<file path="config.mk">
export PLATFORM = sky130hd
export DESIGN_NAME = mrsc_top
export DESIGN_NICKNAME = d
export VERILOG_FILES = /design/src/include/mrsc_pkg.sv /design/src/include/mrsc_link_if.sv /design/src/verilog/mrsc_serial.sv /design/src/verilog/mrsc_top.sv
export SDC_FILE = /design/constraint.sdc
export NUM_CORES = 1
export LEC_CHECK = 0
export BUFFER_PORTS_ARGS = -buffer_cell sky130_fd_sc_hd__buf_2
export CAP_MARGIN = 10
export CELL_PAD_IN_SITES_DETAIL_PLACEMENT = 1
export CELL_PAD_IN_SITES_GLOBAL_PLACEMENT = 1
export CORE_UTILIZATION = 41
export CTS_CLUSTER_DIAMETER = 200
export DETAILED_ROUTE_END_ITERATION = 10
export HOLD_SLACK_MARGIN = 0.06
export PLACE_DENSITY_LB_ADDON = 0.1
export RECOVER_POWER = 100
export SLEW_MARGIN = 20
export SYNTH_ARGS = -nofsm -noshare
export SYNTH_HDL_FRONTEND = slang
export SYNTH_SLANG_ARGS = --single-unit
</file>
<file path="constraint.sdc">
create_clock -name SYS_CLK_IN -period 3.5 [get_ports SYS_CLK_IN]
set_clock_uncertainty 0.05 [all_clocks]
set_input_delay 0.175 -clock SYS_CLK_IN [delete_from_list [all_inputs] [get_ports SYS_CLK_IN]]
set_output_delay 0.175 -clock SYS_CLK_IN [all_outputs]
set_load 0.005 [all_outputs]
</file>
<file path="src/include/mrsc_pkg.sv">
// How it works
// [RQ1] x motion is a saturating signed 8-bit count; reading it clears it
// [RQ2] y motion is a saturating signed 8-bit count; reading it clears it
// [RQ3] frame quality reads as unsigned 8 bits, 0 worst, 255 best
// [RQ4] control register: reset, power-down, reserved, shutter, sleep, manual sleep, wake
// [RQ5] low bits: 0xx no sleep, 110 force sleep, 101 force wake
// [RQ6] controller never writes manual sleep and wake both as one
// [RQ7] manual sleep and wake bits clear themselves once the transition is done
// [RQ8] shutter gates the led output when its bit is one, the reset value
// [RQ9] writing the reset bit resets the whole block; the bit defaults to zero
// [RQ10] sleep enabled and one second without motion enters sleep until motion or wake
// [RQ11] status read freezes both counts; read both before the next status read
// [RQ12] power-down bit one enters power-down; zero, the reset value, runs normally
package mrsc_pkg;
	localparam logic [6:0] ADDR_STATUS = 7'h16;
	localparam logic [6:0] ADDR_DX = 7'h17;
	localparam logic [6:0] ADDR_DY = 7'h18;
	localparam logic [6:0] ADDR_QUALITY = 7'h19;
	localparam logic [6:0] ADDR_CONTROL = 7'h1a;
	localparam logic [7:0] CONTROL_RESET = 8'h0c;
	localparam int BIT_CHIP_RESET = 7;
	localparam int BIT_POWER_DOWN = 6;
	localparam int BIT_SHUTTER_EN = 3;
	localparam int BIT_SLEEP_EN = 2;
	localparam int BIT_SLEEP_NOW = 1;
	localparam int BIT_WAKE_NOW = 0;
	localparam logic [7:0] CONTROL_WMASK = 8'hcf;
	localparam logic [2:0] CMD_FORCE_SLEEP = 3'b110;
	localparam logic [2:0] CMD_FORCE_WAKE = 3'b101;
	localparam int BIT_STATUS_MOTION = 7;
	localparam logic signed [8:0] COUNT_MAX = 9'sh07f;
	localparam logic signed [8:0] COUNT_MIN = -9'sh080;
	localparam int CLK_MHZ = 250;
	localparam int IDLE_TIME_MS = 1000;
	localparam int IDLE_CYCLES = IDLE_TIME_MS * CLK_MHZ * 1000;
	localparam logic [3:0] LAST_BIT = 4'hf;
	localparam logic [3:0] ADDR_LAST_BIT = 4'h7;
endpackage

</file>
<file path="src/include/mrsc_link_if.sv">
`timescale 1ns/1ps
interface mrsc_link_if;
	logic wr_stb;
	logic rd_stb;
	logic [6:0] addr;
	logic [7:0] wdata;
	logic [7:0] rdata;
	modport serial (output wr_stb, output rd_stb, output addr, output wdata, input rdata);
	modport regs (input wr_stb, input rd_stb, input addr, input wdata, output rdata);
endinterface

</file>
<file path="src/verilog/mrsc_serial.sv">
`timescale 1ns/1ps
module mrsc_serial
(
	input wire logic clk,
	input wire logic rst,
	input wire logic sclk_pin,
	input wire logic sdio_pin,
	output logic sdio_o,
	output logic sdio_oe,
	mrsc_link_if.serial link
);
	logic sclk_m_q, sclk_s_q, sclk_p_q, sdio_m_q, sdio_s_q;
	logic [3:0] cnt_q;
	logic [7:0] shift_q;
	logic read_q;
	logic [7:0] out_q;
	wire rise = sclk_s_q & ~sclk_p_q;
	wire fall = ~sclk_s_q & sclk_p_q;
	wire addr_done = rise & (cnt_q == mrsc_pkg::ADDR_LAST_BIT);
	wire data_done = rise & (cnt_q == mrsc_pkg::LAST_BIT);
	wire [7:0] shift_next = {shift_q[6:0], sdio_s_q};
	// link clock is only sampled; the first flop feeds nothing but the second
	always_ff @(posedge clk)
	begin
		sclk_m_q <= sclk_pin;
		sclk_s_q <= sclk_m_q;
		sclk_p_q <= sclk_s_q;
		sdio_m_q <= sdio_pin;
		sdio_s_q <= sdio_m_q;
	end
	always_ff @(posedge clk)
	begin
		if (rst)
		begin
			cnt_q <= '0;
			shift_q <= '0;
			read_q <= 1'b0;
			link.addr <= '0;
		end
		else if (rise)
		begin
			cnt_q <= cnt_q + 4'h1;
			shift_q <= shift_next;
			if (addr_done)
			begin
				read_q <= ~shift_next[7];
				link.addr <= shift_next[6:0];
			end
		end
	end
	always_ff @(posedge clk)
	begin
		if (rst)
		begin
			link.wr_stb <= 1'b0;
			link.rd_stb <= 1'b0;
			link.wdata <= '0;
		end
		else
		begin
			link.rd_stb <= addr_done & ~shift_next[7];
			link.wr_stb <= data_done & ~read_q;
			link.wdata <= shift_next;
		end
	end
	// read data goes out msb first, each bit set up after a falling edge
	always_ff @(posedge clk)
	begin
		if (rst)
		begin
			out_q <= '0;
			sdio_o <= 1'b0;
			sdio_oe <= 1'b0;
		end
		else
		begin
			if (link.rd_stb)
				out_q <= link.rdata;
			else if (fall & sdio_oe)
				out_q <= {out_q[6:0], 1'b0};
			if (fall & read_q & cnt_q[3])
			begin
				sdio_oe <= 1'b1;
				// out_q shifts on this same edge once driving, so take the bit that moves up
				sdio_o <= sdio_oe ? out_q[6] : out_q[7];
			end
			else if (data_done)
				sdio_oe <= 1'b0;
		end
	end
endmodule

</file>
<file path="src/verilog/mrsc_top.sv">
`timescale 1ns/1ps
module mrsc_top
#(
	parameter int IDLE_LIMIT = mrsc_pkg::IDLE_CYCLES
)
(
	input wire logic SYS_CLK_IN,
	input wire logic SYS_RST_IN,
	input wire logic SCLK_IN,
	input wire logic SDIO_IN,
	output logic SDIO_OUT,
	output logic SDIO_OE_OUT,
	input wire logic MOTION_VALID_IN,
	input wire logic [7:0] MOTION_DX_IN,
	input wire logic [7:0] MOTION_DY_IN,
	input wire logic [7:0] QUALITY_IN,
	input wire logic LED_REQ_IN,
	input wire logic SHUTTER_IN,
	output logic LED_OUT,
	output logic SLEEP_OUT,
	output logic POWER_DOWN_OUT,
	output logic CHIP_RESET_OUT
);
	typedef enum logic {MRSC_AWAKE, MRSC_ASLEEP} mrsc_state_t;
	mrsc_link_if link ();
	logic blk_rst_q;
	logic [7:0] ctrl_q, ctrl_d;
	logic signed [7:0] acc_x_q, acc_y_q, rep_x_q, rep_y_q;
	logic [7:0] quality_q;
	logic [31:0] idle_q;
	mrsc_state_t state_q, state_d;
	wire rst = SYS_RST_IN | blk_rst_q;
	wire rd_status = link.rd_stb & (link.addr == mrsc_pkg::ADDR_STATUS);
	wire rd_dx = link.rd_stb & (link.addr == mrsc_pkg::ADDR_DX);
	wire rd_dy = link.rd_stb & (link.addr == mrsc_pkg::ADDR_DY);
	wire wr_ctrl = link.wr_stb & (link.addr == mrsc_pkg::ADDR_CONTROL);
	wire moving = MOTION_VALID_IN & ((MOTION_DX_IN != '0) | (MOTION_DY_IN != '0));
	wire [2:0] sleep_cmd = ctrl_q[2:0];
	wire force_sleep = (sleep_cmd == mrsc_pkg::CMD_FORCE_SLEEP); // [RQ5]
	wire force_wake = (sleep_cmd == mrsc_pkg::CMD_FORCE_WAKE); // [RQ5]
	wire sleep_en = ctrl_q[mrsc_pkg::BIT_SLEEP_EN];
	wire idle_done = (idle_q >= 32'(IDLE_LIMIT - 1));
	wire motion_pending = (acc_x_q != '0) | (acc_y_q != '0);
	// saturate rather than wrap so a fast swipe never reverses direction
	function automatic logic signed [7:0] sat_add(input logic signed [7:0] a, input logic signed [7:0] b);
		logic signed [8:0] s;
		s = 9'(a) + 9'(b);
		if (s > mrsc_pkg::COUNT_MAX)
			sat_add = 8'(mrsc_pkg::COUNT_MAX);
		else if (s < mrsc_pkg::COUNT_MIN)
			sat_add = 8'(mrsc_pkg::COUNT_MIN);
		else
			sat_add = 8'(s);
	endfunction
	mrsc_serial u_serial
	(
		.clk(SYS_CLK_IN),
		.rst(rst),
		.sclk_pin(SCLK_IN),
		.sdio_pin(SDIO_IN),
		.sdio_o(SDIO_OUT),
		.sdio_oe(SDIO_OE_OUT),
		.link(link.serial)
	);
	always_comb
	begin
		case (link.addr)
			mrsc_pkg::ADDR_STATUS: link.rdata = {motion_pending, 7'h00};
			mrsc_pkg::ADDR_DX: link.rdata = rep_x_q;
			mrsc_pkg::ADDR_DY: link.rdata = rep_y_q;
			mrsc_pkg::ADDR_QUALITY: link.rdata = quality_q; // [RQ3]
			mrsc_pkg::ADDR_CONTROL: link.rdata = ctrl_q;
			default: link.rdata = 8'h00;
		endcase
	end
	// control register; reserved bits read zero, reset bit self-clears via block reset
	always_comb
	begin
		ctrl_d = ctrl_q;
		if (state_q == MRSC_ASLEEP ? force_sleep : force_wake)
			ctrl_d[1:0] = 2'b00; // [RQ7]
		if (wr_ctrl)
			ctrl_d = link.wdata & mrsc_pkg::CONTROL_WMASK; // [RQ4] [RQ6]
	end
	// the write that sets the reset bit restarts everything on the third edge after its strobe
	always_ff @(posedge SYS_CLK_IN)
	begin
		if (SYS_RST_IN)
			blk_rst_q <= 1'b0;
		else
			blk_rst_q <= ctrl_q[mrsc_pkg::BIT_CHIP_RESET] & ~blk_rst_q; // [RQ9]
	end
	always_ff @(posedge SYS_CLK_IN)
	begin
		if (rst)
			ctrl_q <= mrsc_pkg::CONTROL_RESET; // [RQ8] [RQ12]
		else
			ctrl_q <= ctrl_d;
	end
	always_comb
	begin
		state_d = state_q;
		case (state_q)
			MRSC_AWAKE:
				if (force_sleep | (sleep_en & idle_done))
					state_d = MRSC_ASLEEP; // [RQ10] [RQ5]
			MRSC_ASLEEP:
				if (moving | force_wake | ~sleep_en)
					state_d = MRSC_AWAKE; // [RQ10] [RQ5]
			default: state_d = MRSC_AWAKE;
		endcase
	end
	always_ff @(posedge SYS_CLK_IN)
	begin
		if (rst)
		begin
			state_q <= MRSC_AWAKE;
			idle_q <= '0;
		end
		else
		begin
			state_q <= state_d;
			idle_q <= (moving | state_q == MRSC_ASLEEP | ~sleep_en) ? '0 : idle_q + 32'h0000_0001; // [RQ10]
		end
	end
	// status read moves the live sums into the report copies; a second one overwrites them
	always_ff @(posedge SYS_CLK_IN)
	begin
		if (rst)
		begin
			acc_x_q <= '0;
			acc_y_q <= '0;
			rep_x_q <= '0;
			rep_y_q <= '0;
		end
		else if (rd_status)
		begin
			rep_x_q <= acc_x_q; // [RQ11]
			rep_y_q <= acc_y_q; // [RQ11]
			acc_x_q <= MOTION_VALID_IN ? MOTION_DX_IN : '0;
			acc_y_q <= MOTION_VALID_IN ? MOTION_DY_IN : '0;
		end
		else
		begin
			if (MOTION_VALID_IN)
			begin
				acc_x_q <= sat_add(acc_x_q, MOTION_DX_IN); // [RQ1]
				acc_y_q <= sat_add(acc_y_q, MOTION_DY_IN); // [RQ2]
			end
			if (rd_dx)
				rep_x_q <= '0; // [RQ1]
			if (rd_dy)
				rep_y_q <= '0; // [RQ2]
		end
	end
	always_ff @(posedge SYS_CLK_IN)
	begin
		if (rst)
		begin
			quality_q <= '0;
			LED_OUT <= 1'b0;
			SLEEP_OUT <= 1'b0;
			POWER_DOWN_OUT <= 1'b0;
			CHIP_RESET_OUT <= 1'b0;
		end
		else
		begin
			if (MOTION_VALID_IN)
				quality_q <= QUALITY_IN; // [RQ3]
			LED_OUT <= LED_REQ_IN & (SHUTTER_IN | ~ctrl_q[mrsc_pkg::BIT_SHUTTER_EN]); // [RQ8]
			SLEEP_OUT <= (state_q == MRSC_ASLEEP);
			POWER_DOWN_OUT <= ctrl_q[mrsc_pkg::BIT_POWER_DOWN]; // [RQ12]
			CHIP_RESET_OUT <= ctrl_q[mrsc_pkg::BIT_CHIP_RESET]; // [RQ9]
		end
	end
endmodule
</file>
After elaboration in Yosys (flattened, before gate mapping)
Index checks and enable logic that the tools add are counted.

cells by class
  multiplexer cells = 26
  bitwise logic cells = 34
  $lt $le $gt $ge = 5
  multiply operators = 0
  add/subtract/negate cells = 4
  shift operators = 0
  divide/modulo/power cells = 0
  equal/unequal tests = 9
  reduce and logical (&&, ||, !) cells = 12

operators with widths
  cell                   number
  $mux 8                 16
  $pmux 8 s5             1
  $eq 7x5->1 const B     5
  $add 32x1->32 const B  1
  $ge 32x28->1 const B   1
  $reduce_bool 8->1      4
  $add 8x8->9            2
  $gt 9x8->1 const B     2
  $lt 9x8->1 const B     2
  $and 1x1->1            17
  $reduce_bool 2->1      6
  $or 1x1->1             9
  $not 1->1              8
  $eq 3x3->1 const B     2
  $mux 1                 6
  $add 4x1->4 const B    1
  $eq 4x3->1 const B     1
  $eq 4x4->1 const B     1
  $mux 2                 2
  $pmux 1 s2             1
  $reduce_and 2->1       1
  $reduce_or 2->1        1

storage, ports and cells
  bits in read-only memories = 0
  bits of input ports = 31
  logic and storage cells = 119
  memories = 0
  output and inout bits = 6
  latch bits = 0
  bits in registers = 128
  RAM bits = 0

Longest topological paths before layout
  depth after elaboration = 7
  gate-level depth with buffers = 9
  mapped depth without buffers = 8

Cells and area by module
From an unflattened synthesis, not the netlist that was laid out.

unflattened totals
  cell total of the unflattened synthesis = 711
  area total of the unflattened synthesis = 6206.0 um2

by module, submodules not included
  module       times used  cells each  seq. area each (um2)  area an instance (um2)
  mrsc_top     1           556         1681.6                4644.5
  mrsc_serial  1           155         880.8                 1561.5

Least setup slack after synthesis
OpenSTA, ideal clock, no wires.

  path kind = flip-flop to flip-flop
  from = register acc_y_q[0]
  to = register acc_y_q[4]
  slack = 0.902 ns
  cell stages (with the launch flop) = 9
  period minus slack after synthesis = 2.598 ns
  arrival = 2.416 ns
  setup time = 0.132 ns
  required time = 3.318 ns
  path buffers = 0
  path through = dfxtp_1 -> ha_1 -> fa_1 -> a211oi_1 -> o21a_1 -> nor2_1 -> or4b_2 -> a21oi_2 -> nor4_2

on the way
  cells in the longest elaborated chain, start to end = 6
  elaborated cells between the ends (all ways) = 7
  classes of those cells = add/sub: 1; order compare: 2; mux: 4

ends and longest elaborated chain
  item                    RTL line         source
  start, declared         mrsc_top.sv:28   logic signed [7:0] acc_x_q, acc_y_q, rep_x_q, rep_y_q;
  start signal, assigned  mrsc_top.sv:141  acc_y_q <= MOTION_VALID_IN ? MOTION_DY_IN : '0;
  start signal, assigned  mrsc_top.sv:148  acc_y_q <= sat_add(acc_y_q, MOTION_DY_IN);
  $add 8x8->9 *           mrsc_top.sv:47   s = 9'(a) + 9'(b);
  $lt 9x8->1              mrsc_top.sv:50   else if (s < mrsc_pkg::COUNT_MIN)
  $mux 8                  mrsc_top.sv:50
  $mux 8 *                mrsc_top.sv:48   if (s > mrsc_pkg::COUNT_MAX)
  $mux 8 *                mrsc_top.sv:145  if (MOTION_VALID_IN)
  $mux 8 *                mrsc_top.sv:136  else if (rd_status)

Mark *: on every way between the ends. The rest lies on a longest branch, timed or not. The select of a mux whose other input is x is not followed.
A chain may end at the register's enable or synchronous reset.

Final worst setup path
  from = register u_serial.link.rd_stb
  to = register acc_x_q[1]

on the way
  cells in the longest elaborated chain, start to end = 2
  elaborated cells between the ends (all ways) = 3
  classes of those cells = mux: 1; bitwise: 1; reduce/logical: 1

ends and longest elaborated chain
  item                                                RTL line           source
  start, declared                                     mrsc_link_if.sv:8  modport serial (output wr_stb, output rd_stb, output addr, output wdata, input rdata);
  start signal, assigned                              mrsc_serial.sv:61  link.rd_stb <= addr_done & ~shift_next[7];
  $and 1x1->1 *                                       mrsc_top.sv:33     wire rd_status = link.rd_stb & (link.addr == mrsc_pkg::ADDR_STATUS);
  $mux 8 / $reduce_bool 2->1 (equally long branches)  --
  end signal, assigned                                mrsc_top.sv:140    acc_x_q <= MOTION_VALID_IN ? MOTION_DX_IN : '0;
  end signal, assigned                                mrsc_top.sv:147    acc_x_q <= sat_add(acc_x_q, MOTION_DX_IN);
  end, declared                                       mrsc_top.sv:28

Mark *: on every way between the ends. The rest lies on a longest branch, timed or not.

==> impl_metrics.yaml <==
setup_path:
  slowest_stage: "sky130_fd_sc_hd__or4_1"
  worst_setup_path_start: "u_serial.link.rd_stb"
  cpPeakStageDelay_ns: 1.07
  crit_path_class: "flop to flop"
  rr_startpoint: "u_serial.link.rd_stb"
  path_max_fanout: 32
  critPathArrivalTime_ns: 3.19
  path_cells: "inv_1 -> or4_1 -> nand3_1 -> nor2_1 -> a211o_1"
  worstSetupStartpointType: "flop"
  worst-endpoint-required_ns: 3.75
  timing.critical_path.to_type: "flop"
die:
  pin_count: 37
  core_region_mm2: 0.0140
  fp-row-count: 43
  fp.dieArea_mm2: 0.0150
  die_y_um: 122
  die_width_um: 122
  initial_core_util_pct: 42.5
power:
  sw_frac_of_total_pct: 26.8
  clock_power_share_pct: 45.2
  seq_power_share_pct: 40.1
  netSwitchingPower_mw: 1.06
  total_leakage_power_nw: 2.81
  power.combinational.fraction_pct: 14.8
  internal_power_mw: 2.91
  peakVddDrop_uv: 359
  pwr_density_mw_per_mm2: 574
clocking:
  htree_levels: 4
  clock-sinks: 126
  cts_repair_resize_count: 0
  longest_clk_path_bufs: 2
  cts_inserted_buffers: 17
  clock_tree_from_tritoncts: "yes"
  clockRootBuffer: "sky130_fd_sc_hd__clkbuf_16"
  cts.clk_slew.worst_paths_ns: 0.05
  clkLatencyLatePin_ns: 0.42
finish:
  syn_to_final_growth_pct: 16.6
  final.fill_count: 1676
  insertedDiodeCount: 0
  layout-drive-gt1-share_pct: 9.92
  fin_nets: 774
logic_synthesis:
  dominant_cell_type_by_area_after_synthesis: "sky130_fd_sc_hd__dfxtp_1"
  synth_enable_flop_cells: 0
  synth.yosys.warnings: 0
  most_frequently_used_cell_type_in_the_post_synthesis_netlist: "sky130_fd_sc_hd__dfxtp_1"
  ys_ff_latch: 126
  synth_common_cells: "sky130_fd_sc_hd__dfxtp_1 (126), sky130_fd_sc_hd__nor2_1 (98), sky130_fd_sc_hd__nand2_1 (48), sky130_fd_sc_hd__a21oi_1 (44), sky130_fd_sc_hd__nand3_1 (44)"
  synth_cell_types: 60
  ys.flop_type: "sky130_fd_sc_hd__dfxtp_1"
  synth_top_area_share_pct: 42.4
  synth_sequential_area_ratio_pct: 42.4
  postSynthNetCount: 736
  yosys-top-cells-area: "sky130_fd_sc_hd__dfxtp_1 (42%), sky130_fd_sc_hd__nor2_1 (6.2%), sky130_fd_sc_hd__ha_1 (3.8%), sky130_fd_sc_hd__a21oi_1 (3.7%), sky130_fd_sc_hd__nand3_1 (3.7%)"
  syn-instance-count: 685
  postSynth.asyncResetShare_pct: 0
  synth_area_per_cell_um2: 8.68
  syn_area_mm2: 0.00594
sta:
  setup_viol: 0
  worst-slew-pin-transition_ns: 1.52
  post-route-period-util_pct: 84.0
  final_count_of_hold_timing_violations: 0
  final_report_max_slew_violation_count: 16
  postLayoutSetupSlackWorst_ns: 0.561
  final.setup.tns_ns: 0
  rsz0062_at_grt: "false"
  relSlewSlack_pct: -1.99
  min_period_ns: 2.94
  finalHoldWorstSlack_ns: 0.0944
  timing.fmax_mhz: 340
hold_path:
  timing.hold.worst.start: "MOTION_DX_IN[0]"
  holdCritPathClass: "input pin to flop"
status:
  violations: "max-capacitance violations, max-slew violations"
  run_status: "finished, violations left"
route:
  num_vias: 5201
  drtIter0Drc: 324
  detailedRoute.firstPassIterationCount: 4
  totalWireLength_um: 16000
  viasPerCell: 5.68
  drc: 0
  drtAntennaViolNets: 0
  routedWlPerCell_um: 17.5
place:
  hpwl_um: 11400
  pre_cts_slack_ns: 0.677
  gpl.final_weighted_congestion: 0.825
  placement.io_buffers: 36
global_route:
  grt_antenna_before_repair: 0
  gr-total-overflow: 0
  maximum_number_of_pins_on_one_net_before_global_route_repair: 58
  global_route_wire_length_before_repair_um: 26800
  gr-usage-all-layers_pct: 23.0
  number_of_global_route_vias_before_repair: 5343
job:
  maxCapViolations: 1
-- logic make-up after synthesis --
kind of cell	Yosys count	share of synthesized area (%)
flops	126	42.4
compound gates	151	17.3
fa+ha+maj	20	4.46
buf+inv	42	3.14
simple gates	289	23.8
mux	21	3.60
xor+xnor	36	5.30
-- layout by cell type, fill, tap and decap left out, types with 4 or more instances in the layout --
master / count
sky130_fd_sc_hd__dfxtp_1: 126
sky130_fd_sc_hd__nor2_1: 98
sky130_fd_sc_hd__nand2_1: 48
sky130_fd_sc_hd__a21oi_1: 45
sky130_fd_sc_hd__nand3_1: 44
sky130_fd_sc_hd__buf_2: 33
sky130_fd_sc_hd__xor2_1: 25
sky130_fd_sc_hd__o21ai_0: 20
sky130_fd_sc_hd__a22oi_1: 19
sky130_fd_sc_hd__mux2i_1: 18
sky130_fd_sc_hd__ha_1: 18
sky130_fd_sc_hd__clkbuf_16: 17
sky130_fd_sc_hd__and3_1: 15
sky130_fd_sc_hd__nor4_1: 13
sky130_fd_sc_hd__nand4_1: 12
sky130_fd_sc_hd__dlygate4sd3_1: 12
sky130_fd_sc_hd__xnor2_1: 11
sky130_fd_sc_hd__a211o_1: 10
sky130_fd_sc_hd__clkbuf_1: 10
sky130_fd_sc_hd__or3_1: 9
sky130_fd_sc_hd__nor3_1: 9
sky130_fd_sc_hd__inv_1: 7
sky130_fd_sc_hd__and2_1: 7
sky130_fd_sc_hd__nor2b_1: 7
sky130_fd_sc_hd__o211ai_1: 7
sky130_fd_sc_hd__a21o_1: 7
sky130_fd_sc_hd__and2_0: 7
sky130_fd_sc_hd__o22ai_1: 6
sky130_fd_sc_hd__o311a_1: 6
sky130_fd_sc_hd__nand2b_1: 5
sky130_fd_sc_hd__a211oi_1: 5
sky130_fd_sc_hd__a22o_1: 4
-- metrics by stage --
step	power [mW]	utilization (%)	cells	cell area (µm²)
detailed placement	2.20	44.6	872	6240
global route	4.18	49.6	916	6930
CTS	4.01	49.8	916	6970
floorplan	2.01	-	685	5940
global placement	2.17	44.6	872	6240
finish	3.98	49.6	916	6930
-- layout make-up --
cell class	instances	area, µm²	share of cell area (%)
tap	180	225	3.25
sequential	126	2520	36.4
clock inverter	9	134	1.93
timing repair buffer	54	328	4.73
clock buffer	23	468	6.75
multi-input combinational	517	3230	46.6
inverter	7	26.3	0.379
-- state kept, by name, indices dropped and copies added (netlist names), 4 cells and up --
signal,flops
u_serial.link.wdata,6
ctrl_q,6
u_serial.cnt_q,4
u_serial.shift_q,7
rep_y_q,8
rep_x_q,8
u_serial.link.addr,7
acc_y_q,8
quality_q,8
idle_q,32
acc_x_q,8
u_serial.out_q,8
-- critical path, delay by kind of cell (launching register included) --
| family | cells | cell delay (ns) |
|---|---|---|
| AND/OR/NAND/NOR | 3 | 1.60 |
| flip-flops | 1 | 0.64 |
| AO/OA/AOI/OAI | 1 | 0.31 |
| buffers and inverters | 1 | 0.22 |
-- layer usage --
| layer | global-route usage, % | wire length [µm] |
|---|---|---|
| met5 | 0 | 0 |
| met4 | 7.24 | 229 |
| met3 | 4.74 | 524 |
| met2 | 37.3 | 7510 |
| met1 | 30.6 | 7760 |
-- final timing paths --
path                             to  slack, ns  cells after the start
hold reg to reg   u_serial.sclk_s_q       0.28                      0
hold / removal           acc_x_q[0]       0.09                      3
setup reg to reg         acc_x_q[1]       0.56                      5
setup / recovery         acc_x_q[1]       0.56                      5
-- timing repair --
item,CTS,global route
hold endpoints to repair,11,0
setup buffers,0,0
hold buffers,12,0
-- power by group through the flow --
| stage | clock, mW | sequential, mW | combinational, mW |
|---|---|---|---|
| detailed placement | 0 | 1.62 | 0.574 |
| global route | 1.91 | 1.60 | 0.663 |
| floorplan | 0 | 1.58 | 0.432 |
| finish | 1.80 | 1.59 | 0.587 |
| global placement | 0 | 1.62 | 0.551 |
| CTS | 1.83 | 1.59 | 0.589 |
No activity file was read; power rests on OpenSTA's default activity.
